===== src/shared/spp_pkg.sv =====
package spp_pkg;

   // ****************************************
   // Word layout
   // ****************************************
   localparam int WORD_W = 24;
   localparam int ADDR_FLAG_POS = 23;
   localparam int ADDR_POS = 20;
   localparam logic [3:0] ADDR_B = 4'h1;
   localparam logic [3:0] ADDR_C = 4'h2;
   localparam logic [3:0] ADDR_D = 4'h3;
   localparam logic [3:0] ADDR_E = 4'h4;
   localparam logic [3:0] ADDR_G = 4'h5;
   localparam logic [23:0] WORD_RESET = 24'h000000;

   // Main-divider word.
   localparam int FIRST_POS = 0;
   localparam int SECOND_POS = 12;
   localparam int THIRD_POS = 16;
   localparam int FINC_STD_POS = 20;
   localparam int MAINDIV_ENH_POS = 0;
   localparam int FINC_ENH_POS = 18;
   // Charge-pump word.
   localparam int PUMP_POS = 0;
   localparam int PBOOST_POS = 8;
   localparam int IBOOST_POS = 10;
   localparam int KIND_POS = 14;
   // Auxiliary word.
   localparam int ENH_POS = 0;
   localparam int AUXDIV_POS = 1;
   localparam int FMODSEL_POS = 14;
   // Reference word.
   localparam int REFDIV_POS = 0;
   localparam int MPOST_POS = 12;
   localparam int APOST_POS = 14;
   localparam int MEN_POS = 16;
   localparam int AEN_POS = 17;
   // General word.
   localparam int VGA_POS = 0;
   localparam int OLDIV_POS = 7;
   localparam int OLEN_POS = 9;
   localparam int SYSMODE_POS = 10;
   localparam int SLEEP_POS = 11;

   localparam logic [3:0] OLDIV_BASE = 4'h6;
   localparam logic [4:0] FRAC_MODULUS_SELECT_STD_HI = 5'h08;
   localparam logic [4:0] FRAC_MODULUS_SELECT_STD_LO = 5'h05;

   // ****************************************
   // APB map
   // ****************************************
   localparam logic [7:0] REG_CTRL = 8'h00;
   localparam logic [7:0] REG_STATUS = 8'h04;
   localparam logic [7:0] REG_AWORD = 8'h08;
   localparam logic [7:0] REG_BWORD = 8'h0c;
   localparam logic [7:0] REG_CWORD = 8'h10;
   localparam logic [7:0] REG_DWORD = 8'h14;
   localparam logic [7:0] REG_GWORD = 8'h18;
   localparam logic [7:0] REG_EWORD = 8'h1c;
   localparam logic CTRL_RESET = 1'b1;

   typedef enum logic [1:0] {
      ST_IDLE = 2'b01,
      ST_WAIT_SYNC = 2'b10
   } spp_state_t;

   typedef struct packed {
      logic enhanced;
      logic two_modulus;
      logic [17:0] main_divide_ratio;
      logic [11:0] first_ratio_count;
      logic [7:0] second_ratio_count;
      logic [3:0] third_ratio_count;
      logic [3:0] frac_increment;
      logic [4:0] frac_modulus;
      logic [7:0] pump_current_factor;
   } spp_main_t;

   typedef struct packed {
      logic [12:0] aux_divide_ratio;
      logic [11:0] ref_divide_ratio;
      logic [3:0] main_postscale;
      logic [3:0] aux_postscale;
      logic [3:0] offset_loop_div;
      logic [6:0] vga_power_level;
      logic digital_mode;
      logic driver_low_current;
      logic [1:0] proportional_boost;
      logic [3:0] integral_boost;
      logic [18:0] test_bits;
   } spp_cfg_t;

   typedef struct packed {
      logic xtal_osc_en;
      logic mclk_buf_en;
      logic control_en;
      logic ref_clk_buf_en;
      logic ref_input_buf_en;
      logic main_vco_input_en;
      logic aux_div_buf_en;
      logic main_pd_en;
      logic aux_pd_en;
      logic lock_detect_en;
      logic transmit_offset_en;
      logic modulator_en;
      logic vga_en;
   } spp_power_t;

endpackage


===== src/design/spp_serial_port.sv =====
// Decided for this implementation: the placing of the registers and the APB register port.
`timescale 1ns/10ps
module spp_serial_port
   import spp_pkg::*;
(
   input wire logic pclk,
   input wire logic presetn,
   input wire logic psel,
   input wire logic penable,
   input wire logic pwrite,
   input wire logic [7:0] paddr,
   input wire logic [31:0] pwdata,
   output logic [31:0] prdata,
   output logic pready,
   output logic pslverr,
   input wire logic ser_clk,
   input wire logic ser_data,
   input wire logic load_latch,
   input wire logic main_sync,
   output spp_main_t main_cfg,
   output spp_cfg_t misc_cfg,
   output spp_power_t power
);

   // ****************************************
   // Pin synchronisers
   // ****************************************
   logic [1:0] clk_sync_reg, data_sync_reg, latch_sync_reg, msync_sync_reg;
   logic clk_prev_reg, latch_prev_reg;

   always_ff @(posedge pclk or negedge presetn)
   begin
      if (!presetn)
      begin
         clk_sync_reg <= 2'h0;
         data_sync_reg <= 2'h0;
         latch_sync_reg <= 2'h3;
         msync_sync_reg <= 2'h0;
         clk_prev_reg <= 1'b0;
         latch_prev_reg <= 1'b1;
      end
      else
      begin
         clk_sync_reg <= {clk_sync_reg[0], ser_clk};
         data_sync_reg <= {data_sync_reg[0], ser_data};
         latch_sync_reg <= {latch_sync_reg[0], load_latch};
         msync_sync_reg <= {msync_sync_reg[0], main_sync};
         clk_prev_reg <= clk_sync_reg[1];
         latch_prev_reg <= latch_sync_reg[1];
      end
   end

   logic clk_rise, latch_rise, sync_on;
   assign clk_rise = clk_sync_reg[1] & ~clk_prev_reg;
   assign latch_rise = latch_sync_reg[1] & ~latch_prev_reg;
   assign sync_on = msync_sync_reg[1];

   // ****************************************
   // Shift register and address decode
   // ****************************************
   logic [WORD_W-1:0] shift_reg;
   logic port_en_reg;

   // Right shift puts the first bit at the bottom once 24 bits are in.
   always_ff @(posedge pclk or negedge presetn)
   begin
      if (!presetn)
         shift_reg <= WORD_RESET;
      else if (clk_rise && !latch_sync_reg[1])
         shift_reg <= {data_sync_reg[1], shift_reg[WORD_W-1:1]};
   end

   logic load, hit_a, hit_b, hit_c, hit_d, hit_e, hit_g;
   logic [3:0] word_addr;
   assign load = latch_rise & port_en_reg;
   assign word_addr = shift_reg[ADDR_POS +: 4];
   // One flag bit marks the main-divider word, four bits mark the rest.
   assign hit_a = load & shift_reg[ADDR_FLAG_POS];
   assign hit_b = load & (word_addr == ADDR_B);
   assign hit_c = load & (word_addr == ADDR_C);
   assign hit_d = load & (word_addr == ADDR_D);
   assign hit_e = load & (word_addr == ADDR_E);
   assign hit_g = load & (word_addr == ADDR_G);

   // ****************************************
   // Word registers
   // ****************************************
   logic [22:0] a_hold_reg, a_work_reg;
   logic [7:0] pump_stage_reg, pump_work_reg;
   logic [1:0] kind_stage_reg, kind_work_reg;
   logic [5:0] boost_reg;
   logic [18:0] c_reg, e_reg;
   logic [17:0] d_reg;
   logic [11:0] g_reg;
   spp_state_t state_reg;

   // Unknown addresses fall through every branch and leave all words alone.
   always_ff @(posedge pclk or negedge presetn)
   begin
      if (!presetn)
      begin
         pump_stage_reg <= 8'h00;
         kind_stage_reg <= 2'h0;
         boost_reg <= 6'h00;
         c_reg <= 19'h00000;
         d_reg <= 18'h00000;
         g_reg <= 12'h000;
      end
      else if (hit_b)
      begin
         pump_stage_reg <= shift_reg[PUMP_POS +: 8];
         kind_stage_reg <= shift_reg[KIND_POS +: 2];
         boost_reg <= shift_reg[PBOOST_POS +: 6];
      end
      else if (hit_c)
         c_reg <= shift_reg[18:0];
      else if (hit_d)
         d_reg <= shift_reg[17:0];
      else if (hit_g)
         g_reg <= shift_reg[11:0];
   end

   always_ff @(posedge pclk or negedge presetn)
   begin
      if (!presetn)
         e_reg <= 19'h00000;
      else if (hit_d)
         e_reg <= 19'h00000;
      else if (hit_e)
         e_reg <= shift_reg[18:0];
   end

   // A main-divider word waits for the divider's own terminal count so
   // that a reload never breaks a divide cycle half way.
   always_ff @(posedge pclk or negedge presetn)
   begin
      if (!presetn)
      begin
         state_reg <= ST_IDLE;
         a_hold_reg <= 23'h000000;
         a_work_reg <= 23'h000000;
         pump_work_reg <= 8'h00;
         kind_work_reg <= 2'h0;
      end
      else
      begin
         if (hit_a)
            a_hold_reg <= shift_reg[22:0];
         case (state_reg)
            ST_IDLE:
               if (hit_a)
                  state_reg <= ST_WAIT_SYNC;
            ST_WAIT_SYNC:
            begin
               if (sync_on && !hit_a)
               begin
                  a_work_reg <= a_hold_reg;
                  pump_work_reg <= pump_stage_reg;
                  kind_work_reg <= kind_stage_reg;
                  state_reg <= ST_IDLE;
               end
            end
            default:
               state_reg <= ST_IDLE;
         endcase
      end
   end

   // ****************************************
   // Decoded outputs
   // ****************************************
   spp_main_t main_next;
   spp_cfg_t cfg_next;
   spp_power_t power_next;
   logic enh, sleep_ctl, ol_en, men, aen;
   assign enh = c_reg[ENH_POS];
   assign sleep_ctl = g_reg[SLEEP_POS];
   assign ol_en = g_reg[OLEN_POS];
   assign men = d_reg[MEN_POS];
   assign aen = d_reg[AEN_POS];

   always_comb
   begin
      main_next.enhanced = enh;
      main_next.two_modulus = kind_work_reg[0];
      main_next.pump_current_factor = pump_work_reg;
      main_next.first_ratio_count = a_work_reg[FIRST_POS +: 12];
      if (kind_work_reg[0])
      begin
         main_next.second_ratio_count = a_work_reg[SECOND_POS +: 8];
         main_next.third_ratio_count = 4'h0;
      end
      else
      begin
         main_next.second_ratio_count = {4'h0, a_work_reg[SECOND_POS +: 4]};
         main_next.third_ratio_count = a_work_reg[THIRD_POS +: 4];
      end
      if (enh)
      begin
         main_next.main_divide_ratio = a_work_reg[MAINDIV_ENH_POS +: 18];
         main_next.frac_increment = a_work_reg[FINC_ENH_POS +: 4];
         main_next.frac_modulus = c_reg[FMODSEL_POS +: 5];
      end
      else
      begin
         main_next.main_divide_ratio = 18'h00000;
         main_next.frac_increment = {1'b0, a_work_reg[FINC_STD_POS +: 3]};
         main_next.frac_modulus = c_reg[FMODSEL_POS] ? FRAC_MODULUS_SELECT_STD_HI : FRAC_MODULUS_SELECT_STD_LO;
      end
   end

   always_comb
   begin
      cfg_next.aux_divide_ratio = c_reg[AUXDIV_POS +: 13];
      cfg_next.ref_divide_ratio = d_reg[REFDIV_POS +: 12];
      cfg_next.main_postscale = 4'h1 << d_reg[MPOST_POS +: 2];
      cfg_next.aux_postscale = 4'h1 << d_reg[APOST_POS +: 2];
      cfg_next.offset_loop_div = OLDIV_BASE + {2'h0, g_reg[OLDIV_POS +: 2]};
      cfg_next.vga_power_level = g_reg[VGA_POS +: 7];
      cfg_next.digital_mode = g_reg[SYSMODE_POS];
      cfg_next.driver_low_current = ~g_reg[SYSMODE_POS];
      cfg_next.proportional_boost = boost_reg[1:0];
      cfg_next.integral_boost = boost_reg[5:2];
      cfg_next.test_bits = e_reg;
   end

   always_comb
   begin
      power_next.xtal_osc_en = 1'b1;
      power_next.mclk_buf_en = 1'b1;
      power_next.control_en = 1'b1;
      power_next.ref_input_buf_en = men | aen;
      power_next.ref_clk_buf_en = sleep_ctl & (men | aen);
      power_next.main_vco_input_en = sleep_ctl & men;
      power_next.aux_div_buf_en = sleep_ctl & aen;
      power_next.main_pd_en = sleep_ctl & men;
      power_next.aux_pd_en = sleep_ctl & aen;
      power_next.lock_detect_en = sleep_ctl & (men | aen);
      power_next.transmit_offset_en = sleep_ctl & ol_en;
      power_next.modulator_en = sleep_ctl & ol_en;
      power_next.vga_en = sleep_ctl & ol_en;
   end

   always_ff @(posedge pclk or negedge presetn)
   begin
      if (!presetn)
      begin
         main_cfg <= '0;
         misc_cfg <= '0;
         power <= '0;
      end
      else
      begin
         main_cfg <= main_next;
         misc_cfg <= cfg_next;
         power <= power_next;
      end
   end

   // ****************************************
   // APB slave
   // ****************************************
   logic access, mapped;
   logic [31:0] rd_mux;
   assign access = psel & penable;
   assign pready = 1'b1;

   always_comb
   begin
      mapped = 1'b1;
      rd_mux = 32'h00000000;
      if (paddr == REG_CTRL)
         rd_mux = {31'h00000000, port_en_reg};
      else if (paddr == REG_STATUS)
         rd_mux = {27'h0000000, word_addr, state_reg == ST_WAIT_SYNC};
      else if (paddr == REG_AWORD)
         rd_mux = {9'h000, a_work_reg};
      else if (paddr == REG_BWORD)
         rd_mux = {16'h0000, kind_work_reg, boost_reg, pump_work_reg};
      else if (paddr == REG_CWORD)
         rd_mux = {13'h0000, c_reg};
      else if (paddr == REG_DWORD)
         rd_mux = {14'h0000, d_reg};
      else if (paddr == REG_GWORD)
         rd_mux = {20'h00000, g_reg};
      else if (paddr == REG_EWORD)
         rd_mux = {13'h0000, e_reg};
      else
         mapped = 1'b0;
   end

   assign pslverr = access & ~mapped;

   always_ff @(posedge pclk or negedge presetn)
   begin
      if (!presetn)
         port_en_reg <= CTRL_RESET;
      else if (access && pwrite && paddr == REG_CTRL)
         port_en_reg <= pwdata[0];
   end

   always_ff @(posedge pclk or negedge presetn)
   begin
      if (!presetn)
         prdata <= 32'h00000000;
      else if (psel && !penable && !pwrite)
         prdata <= rd_mux;
   end
endmodule // spp_serial_port


===== config.mk =====
export PLATFORM = sky130hd
export DESIGN_NAME = spp_serial_port
export DESIGN_NICKNAME = d
export VERILOG_FILES = /design/src/shared/spp_pkg.sv /design/src/design/spp_serial_port.sv
export SDC_FILE = /design/constraint.sdc
export NUM_CORES = 1
export LEC_CHECK = 0
export BUFFER_PORTS_ARGS = -buffer_cell sky130_fd_sc_hd__clkbuf_2
export CAP_MARGIN = 20
export CELL_PAD_IN_SITES_DETAIL_PLACEMENT = 1
export CELL_PAD_IN_SITES_GLOBAL_PLACEMENT = 2
export CORE_ASPECT_RATIO = 1.2
export CORE_MARGIN = 1
export CORE_UTILIZATION = 34
export DETAILED_ROUTE_END_ITERATION = 12
export MAX_ROUTING_LAYER = met4
export PLACE_DENSITY = 0.78
export SLEW_MARGIN = 5
export SYNTH_ARGS = -nofsm -noshare
export SYNTH_HDL_FRONTEND = slang
export SYNTH_SLANG_ARGS = --single-unit

===== constraint.sdc =====
create_clock -name pclk -period 1.8 [get_ports pclk]
set_clock_uncertainty 0.15 [all_clocks]
set_input_delay 0.36 -clock pclk [delete_from_list [all_inputs] [get_ports pclk]]
set_output_delay 0.36 -clock pclk [all_outputs]
set_load 0.005 [all_outputs]

# Word-level counts from Yosys, hierarchy flattened
# Index checks and enable logic that the tools add are counted.
# totals
reg_bits	347
in_bits	49
output_inout_bits	179
wordCells	131
# op_classes
n_addsub	1
eq_ne	16
shifts	2
muxes	25
bitwise_logic	23
reduce_logical	17
# op_table
cell	count
two-way mux 19 bit	7
two-way mux 23 bit	3
equality test 8 x 5 -> 1 bit (second input constant)	4
two-way mux 18 bit	1
equality test 8 x 4 -> 1 bit (second input constant)	2
AND 1 bit	15
two-way mux 12 bit	1
two-way mux 9 bit	1
equality test 4 x 2 -> 1 bit (second input constant)	2
equality test 4 x 3 -> 1 bit (second input constant)	2
equality test 8 x 3 -> 1 bit (second input constant)	1
logical NOT 8 bit	1
two-way mux 1 bit	8
left shift 1 x 2 -> 4 bit (first input constant)	2
NOT 1 bit	7
logical AND 1 bit	6
AND reduction 2 bit	3
adder 3 x 2 -> 4 bit (first input constant)	1
equality test 4 x 1 -> 1 bit (second input constant)	1
logical NOT 1 bit	4
two-way mux 2 bit	2
two-way mux 4 bit	1
!= test 2 bit (second input constant)	2
case mux 2 bit (2 select lines)	1
6 further kinds	6

# Logic depth before layout (Yosys ltp)
# Gate-level depths: netlist of run 1.
# depth
word_depth	11
mapped_depth	7
depth_no_buf	4

# Least setup slack after synthesis of run 1
# No wires, ideal clock.
# synth_timing
path_kind	register to register
from	reg latch_sync_reg[1]
to	reg a_work_reg[0]
setup_ns	0.125
arrival_time_ns	1.638
setup_slack_ns	-0.112
stages_incl_launch_ff	5
path_buffers	1
synth_period_minus_slack_ns	1.912
cell_sequence	dfstp_2 > nand4b_1 > nand3_1 > buf_2 > mux2_2
# synth_via
elab_chain_cells	6
# synth_lines
item	line	rtl
from (decl)	spp_serial_port.sv:28	logic [1:0] clk_sync_reg, data_sync_reg, latch_sync_reg, msync_sync_reg;
from (signal assigned)	spp_serial_port.sv:46	latch_sync_reg <= {latch_sync_reg[0], load_latch};
AND 1 bit	spp_serial_port.sv:55	assign latch_rise = latch_sync_reg[1] & ~latch_prev_reg;
AND 1 bit	spp_serial_port.sv:75	assign load = latch_rise & port_en_reg;
AND 1 bit	spp_serial_port.sv:78	assign hit_a = load & shift_reg[ADDR_FLAG_POS];
logical NOT 1 bit	spp_serial_port.sv:155	if (sync_on && !hit_a)
logical AND 1 bit	spp_serial_port.sv:155	
AND reduction 2 bit (no line)	n/a	
to (signal assigned)	spp_serial_port.sv:157	a_work_reg <= a_hold_reg;
to (decl)	spp_serial_port.sv:88	logic [22:0] a_hold_reg, a_work_reg;
# No other way between the ends.
# A chain may end at the register's enable or synchronous reset.

# Worst setup path after layout of run 1
# layout_timing
from	reg port_en_reg
to	reg boost_reg[0]
# layout_via
elab_chain_cells	2
# layout_lines
item	line	rtl
from (decl)	spp_serial_port.sv:62	logic port_en_reg;
from (signal assigned)	spp_serial_port.sv:299	port_en_reg <= pwdata[0];
AND 1 bit	spp_serial_port.sv:75	
AND 1 bit	spp_serial_port.sv:79	assign hit_b = load & (word_addr == ADDR_B);
to (signal assigned)	spp_serial_port.sv:113	boost_reg <= shift_reg[PBOOST_POS +: 6];
to (decl)	spp_serial_port.sv:91	logic [5:0] boost_reg;
# No other way between the ends.

==> results of run 1 <==
placed cells by master, fill, tap and decap left out, types with 6 or more instances in the layout:
master	synthesis	routed
clkbuf_8	0	6
and2_1	28	28
buf_4	21	57
mux2_4	0	49
a221oi_1	9	9
clkbuf_16	0	39
inv_1	9	9
dlygate4sd3_1	0	6
mux4_2	8	8
conb_1	2	11
a31oi_1	15	15
dfrtp_1	332	331
mux2_2	149	100
clkbuf_1	19	10
a22o_1	7	7
nand2_1	59	58
nor2_1	41	40
nand2b_1	10	10
o21ai_0	35	34
o211ai_1	6	6
buf_12	0	23
a21oi_1	8	8
nor2b_1	9	9
clkbuf_2	1	185
layout make-up:
| class | instances | area (um2) | share of cell area, % |
|---|---|---|---|
| flip-flops and latches | 337 | 8441 | 52.67 |
| multi-input cells | 458 | 3861 | 24.09 |
| repair buffers | 277 | 1993 | 12.44 |
| clock buffers | 53 | 1046 | 6.527 |
| well taps | 468 | 585.6 | 3.654 |
| clock inverters | 9 | 63.81 | 0.3982 |
| inverters | 9 | 33.78 | 0.2108 |
| diodes | 1 | 2.502 | 0.01561 |
kinds of logic (layout without fill, tap and decap cells):
kind of cell,after synthesis,in the layout,share of synthesized area [%]
flip-flops,337,337,67.99
AND/OR/NAND/NOR,183,183,7.944
multiplexers,163,163,15.46
AO/OA/AOI/OAI,100,100,5.333
buffers and inverters,72,348,3.135
other,2,12,0.06051
XOR/XNOR,1,1,0.07058
metrics by stage:
stage	TNS, ps	total power, mW	instance area (um2)	hold slack, ps
final	-3725	15.84	16030	60.10
after detailed placement	-7818	8.968	14490	150.5
after floorplan	-880.2	8.397	12500	-85.59
after CTS	-2505	16.01	15850	38.84
after global placement	-5824	8.934	14490	147.0
after global routing	-7185	16.43	16020	60.72
repair_timing:
item | CTS | global route
setup buffers | 4 | 0
pin swaps | 4 | 2
setup endpoints to repair | 87 | 103
resized for setup | 22 | 37
cloned | 2 | 3
hold endpoints to repair | 172 | 0
hold buffers | 6 | 0
power by group:
part	total, mW	leakage, nW	internal (mW)	switching [mW]
Clock	7.00	0.542	4.04	2.95
Sequential	7.97	4.60	7.74	0.226
Combinational	0.883	3.06	0.378	0.506
Total	15.8	8.20	12.2	3.68
worst reg2reg max path, cell delays in order (launching register included):
cell	delay, ps
dfstp_2	540
and4bb_2	240
and4bb_4	280
buf_12	110
buf_12	160
mux2_4	330
layer usage:
| metal | global-route usage [%] | vias up |
|---|---|---|
| li1 | - | 3488 |
| met1 | 24.52 | 4072 |
| met3 | 3.358 | 68 |
| met2 | 32.72 | 219 |
| met5 | - | - |
| met4 | 7.521 | 0 |
worst max-delay path by stage:
| stage | endpoint | from | slack, ps |
|---|---|---|---|
| after global routing | boost_reg[0]$_DFFE_PN0P_ | port_en_reg$_DFFE_PN1P_ | -160 |
| after floorplan | c_reg[10]$_DFFE_PN0P_ | latch_prev_reg$_DFF_PN1_ | -60 |
| after detailed placement | prdata[15]$_DFFE_PN0P_ | paddr[2] | -220 |
| after CTS | boost_reg[1]$_DFFE_PN0P_ | port_en_reg$_DFFE_PN1P_ | -110 |
| after global placement | prdata[11]$_DFFE_PN0P_ | paddr[2] | -200 |
| final | boost_reg[0]$_DFFE_PN0P_ | port_en_reg$_DFFE_PN1P_ | -120 |
==> impl_metrics.toml, run 1 <==
[power]
ir_worst_vdd_v = 0.0006965
p_leak_nw = 8.199
power.density_nw_per_um2 = 988.7

[status]
outcome = "complete, but fails checks"
violations = "negative setup slack"

[critical_path]
r2r_cells = 5
cpPeakStageDelay_ps = 540
crit_type = "register to register"
crit_family = "flip-flops"
slowest_stage = "dfstp_2"
path_common_cell = "buf_12"
endpoint_kind = "register"
critPathBufInv = 2
path_cells = "and4bb_2, and4bb_4, buf_12, buf_12, mux2_4"
crit_required_ps = 2040
crit_arrival_ps = 2160
rr_startpoint = "port_en_reg$_DFFE_PN1P_"
r2r-end = "boost_reg[0]$_DFFE_PN0P_"
startpoint_type = "register"
r2r_slack_ps = -120
worstSetupPathDepth = 5
path_max_fanout = 7

[cts]
cts-root-buf = "clkbuf_16"
clock_path_buffers = 3
path_clk_slew_ps = 60
htree_num_levels = 2
cts_tree = "done"
worstSkewPairLatency_ps = 520
clock_sinks = 337
cts_buffers = 36

[routing]
vias = 7847
drcViolationCount = 0
wl_per_cell_um = 21.91
dr.pass1.iters = 4
wl_met3_mm = 1.656
top_layer_used = "met4"
drt-met1-wl_mm = 14.59
drt-total-wl_mm = 35.31
drt_iter0_drc = 377
wl_met2_mm = 17.79
ant_nets = 0
post_drt_via_cell_ratio = 4.868

[synthesis]
netlist.area_leader.share_pct = 66.94
synthFlopType = "dfrtp_1"
yosysUniqueCellTypes = 57
async_flop_share_pct = 100.0
synthCells = 858
synth_area_leader_cell = "dfrtp_1"
yosys-top-cells-count = "dfrtp_1 (332), mux2_2 (149), nand2_1 (59)"
synth.cell_area_um2 = 12410
synth_edf_count = 0
synth.top_cells.by_area = "dfrtp_1 (67%), mux2_2 (14%), nand2_1 (1.8%), mux4_2 (1.5%), and2_1 (1.4%)"
synth-seq-area-share_pct = 67.99
ys_warn_count = 0
yosysMostFrequentCell = "dfrtp_1"
synth-seq-cells = 337
syn_avg_cell_area_um2 = 14.47

[placed_design]
placed_cells = 1535
numPortBuffers = 186
dpl.hpwl_mm = 23.42
pre_cts_slack_ps = -215.5
gp_congestion = 0.7820

[floorplan]
dieWidth_um = 176.4
start_util_pct = 34.53
die_h_um = 211.3
io_pins = 228
coreArea_um2 = 35940
dieArea_um2 = 37280
num_rows = 76

[finish]
final_util_pct = 44.59
drive_gt1_share_pct = 44.18
final_net_count = 1168
area_growth_pct = 29.12
final_cells = 1612
largest_reg_flops = 70
nFillCells = 3715

[hold_path]
hold_depth = 3
holdCritStartpoint = "psel"
min_to = "port_en_reg$_DFFE_PN1P_"
hp-class = "input pin to register"

[timing]
rsz0062_at_grt = "true"
finalHoldViolCount = 0
timing.fmax_ghz = 0.5200
finalSetupViolCount = 68
final_max_slew_viol_count = 0
setup_slack_ps = -123.1
min_period_ps = 1923
period_share_pct = 106.8

[global_routing]
grtUsageTotal_pct = 19.88
grt-ovfl-total = 0
grt_pass1_vias = 8649
grt_pass1_wl_mm = 53.53
grt_max_degree = 50
antenna_found_initial = 0

[flow_run]
drv_cap = 0
No activity file was read; power rests on OpenSTA's default activity.
==> run 2: changes to the inputs <==
Settings changed: CORE_ASPECT_RATIO 1.2 to 0.8.
Clock period 1.8 ns to 1.7 ns, I/O delays scaled along.
==> impl_metrics.toml, run 2 (synthesized netlist as in run 1, its figures left out) <==
[critical_path]
r2r-end = "g_reg[9]$_DFFE_PN0P_"
startpoint_type = "register"
cp-startpoint = "latch_prev_reg$_DFF_PN1_"
crit_type = "register to register"
endpoint_kind = "register"
endpoint = "g_reg[9]$_DFFE_PN0P_"
r2r_slack_ps = -190
crit_required_ps = 1960
rr_startpoint = "latch_prev_reg$_DFF_PN1_"
r2r_cells = 5
path_max_fanout = 12
crit_arrival_ps = 2150

[power]
power.density_nw_per_um2 = 1068
power_mw = 17.89
ir_worst_vdd_v = 0.0005370
p_leak_nw = 8.572

[timing]
min_period_ps = 1888
finalSetupViolCount = 141
rsz0062_at_grt = "true"
timing.fmax_ghz = 0.5295
setup_slack_ps = -188.4
finalHoldViolCount = 0
period_share_pct = 111.1
final_max_slew_viol_count = 0

[routing]
vias = 8065
drcViolationCount = 0
post_drt_via_cell_ratio = 4.912
drt-total-wl_mm = 36.79
drt_iter0_drc = 428
wl_per_cell_um = 22.40
ant_nets = 0
dr.pass1.iters = 5

[placed_design]
gp_congestion = 0.7984
dpl.hpwl_mm = 23.87
numPortBuffers = 186

[floorplan]
start_util_pct = 34.56
num_rows = 62
dieWidth_um = 215.6
dieArea_um2 = 37280
io_pins = 228
coreArea_um2 = 35920
die_h_um = 172.9

[status]
outcome = "complete, but fails checks"
violations = "negative setup slack"

[cts]
clock_path_buffers = 3
cts_buffers = 37
cts_tree = "done"
htree_num_levels = 2
clock_sinks = 337
cts-root-buf = "clkbuf_16"
worstSkewPairLatency_ps = 530
path_clk_slew_ps = 60

[finish]
diodes = 0
multi_input_area_um2 = 4203
drive_gt1_share_pct = 49.31
area_growth_pct = 35.03
largest_reg_flops = 70
nFillCells = 3605
mostFrequentLayoutCells = "dfrtp_1 (329), clkbuf_2 (185), mux2_4 (82)"
final_net_count = 1183
final_util_pct = 46.66
seq_area_um2 = 8443
mostFrequentLayoutCell = "dfrtp_1"

[global_routing]
grt_max_degree = 68
grt_pass1_vias = 8448
antenna_found_initial = 0
grtUsageTotal_pct = 20.11
grt-ovfl-total = 0
grt_pass1_wl_mm = 55.08

[hold_path]
hp-class = "input pin to register"

[flow_run]
drv_cap = 0
## run 2: cell types whose count changed in the layout (fill, tap and decap cells not counted), sizes merged
| cell | previous run | this run |
|---|---|---|
| clkinvlp | 2 | 1 |
| buf | 84 | 95 |
| clkbuf | 240 | 243 |
| diode | 1 | 0 |
| clkinv | 5 | 8 |
| bufinv | 0 | 3 |
## run 2: through the flow
stage	setup slack, ps	hold WS [ps]	instances	cell area (um2)	TNS (ps)
6_report	-188.4	83.10	1642	16760	-15270
5_1_grt	-215.4	81.04	1642	16760	-21970
4_1_cts	-184.8	45.41	1628	16220	-16060
3_5_place_dp	-404.4	30.88	1550	14600	-24020
3_3_place_gp	-390.1	31.61	1550	14600	-19580
2_1_floorplan	-144.9	-105.6	867	12610	-4321
## run 2: where the power goes
| part | internal [mW] | switching, mW | leakage, nW |
|---|---|---|---|
| Clock | 5.05 | 3.31 | 0.634 |
| Combinational | 0.481 | 0.588 | 3.34 |
| Sequential | 8.20 | 0.258 | 4.59 |
| Total | 13.7 | 4.16 | 8.57 |
## run 2: metal layers
layer | share of wire, % | routed length, um | vias up | GRT usage, %
li1 | - | - | 3518 | -
met1 | 48 | 17680 | 4283 | 29.67
met2 | 45 | 16710 | 204 | 29.03
met3 | 4.8 | 1766 | 60 | 3.325
met4 | 1.7 | 626 | 0 | 4.403
met5 | 0 | 0 | - | -
## run 2: worst min path at each step
stage / start / cells after the start / slack [ps] / to
finish: psel / 3 / 80 / port_en_reg$_DFFE_PN1P_
global route: presetn / 2 / 80 / main_cfg[54]$_DFF_PN0_
CTS: psel / 3 / 50 / port_en_reg$_DFFE_PN1P_
detailed placement: presetn / 1 / 30 / main_cfg[54]$_DFF_PN0_
global placement: presetn / 1 / 30 / main_cfg[55]$_DFF_PN0_
floorplan: presetn / 0 / -110 / a_hold_reg[0]$_DFFE_PN0P_
## run 2: cell type report
cell class	instances	area share, %
timing repair buffer	291	13.14
tap	480	3.583
inverter	9	0.2016
multi-input combinational	458	25.08
sequential	337	50.38
clock inverter	14	0.9481
clock buffer	53	6.674
## run 2: worst max-delay path, cell delays in order (launching register included)
cell      delay, ps
dfstp_2         540
and4bb_2        260
buf_6           130
nand4b_1        140
buf_12          180
mux2_2          360
## run 2: repair_timing
item / in CTS / in global routing
pin swaps: 6 / 20
endpoints found under the setup margin: 123 / 145
endpoints found under the hold margin: 330 / 0
resized for setup: 52 / 114
hold buffers: 6 / 0
buffers inserted: 3 / 8
cloned: 2 / 6
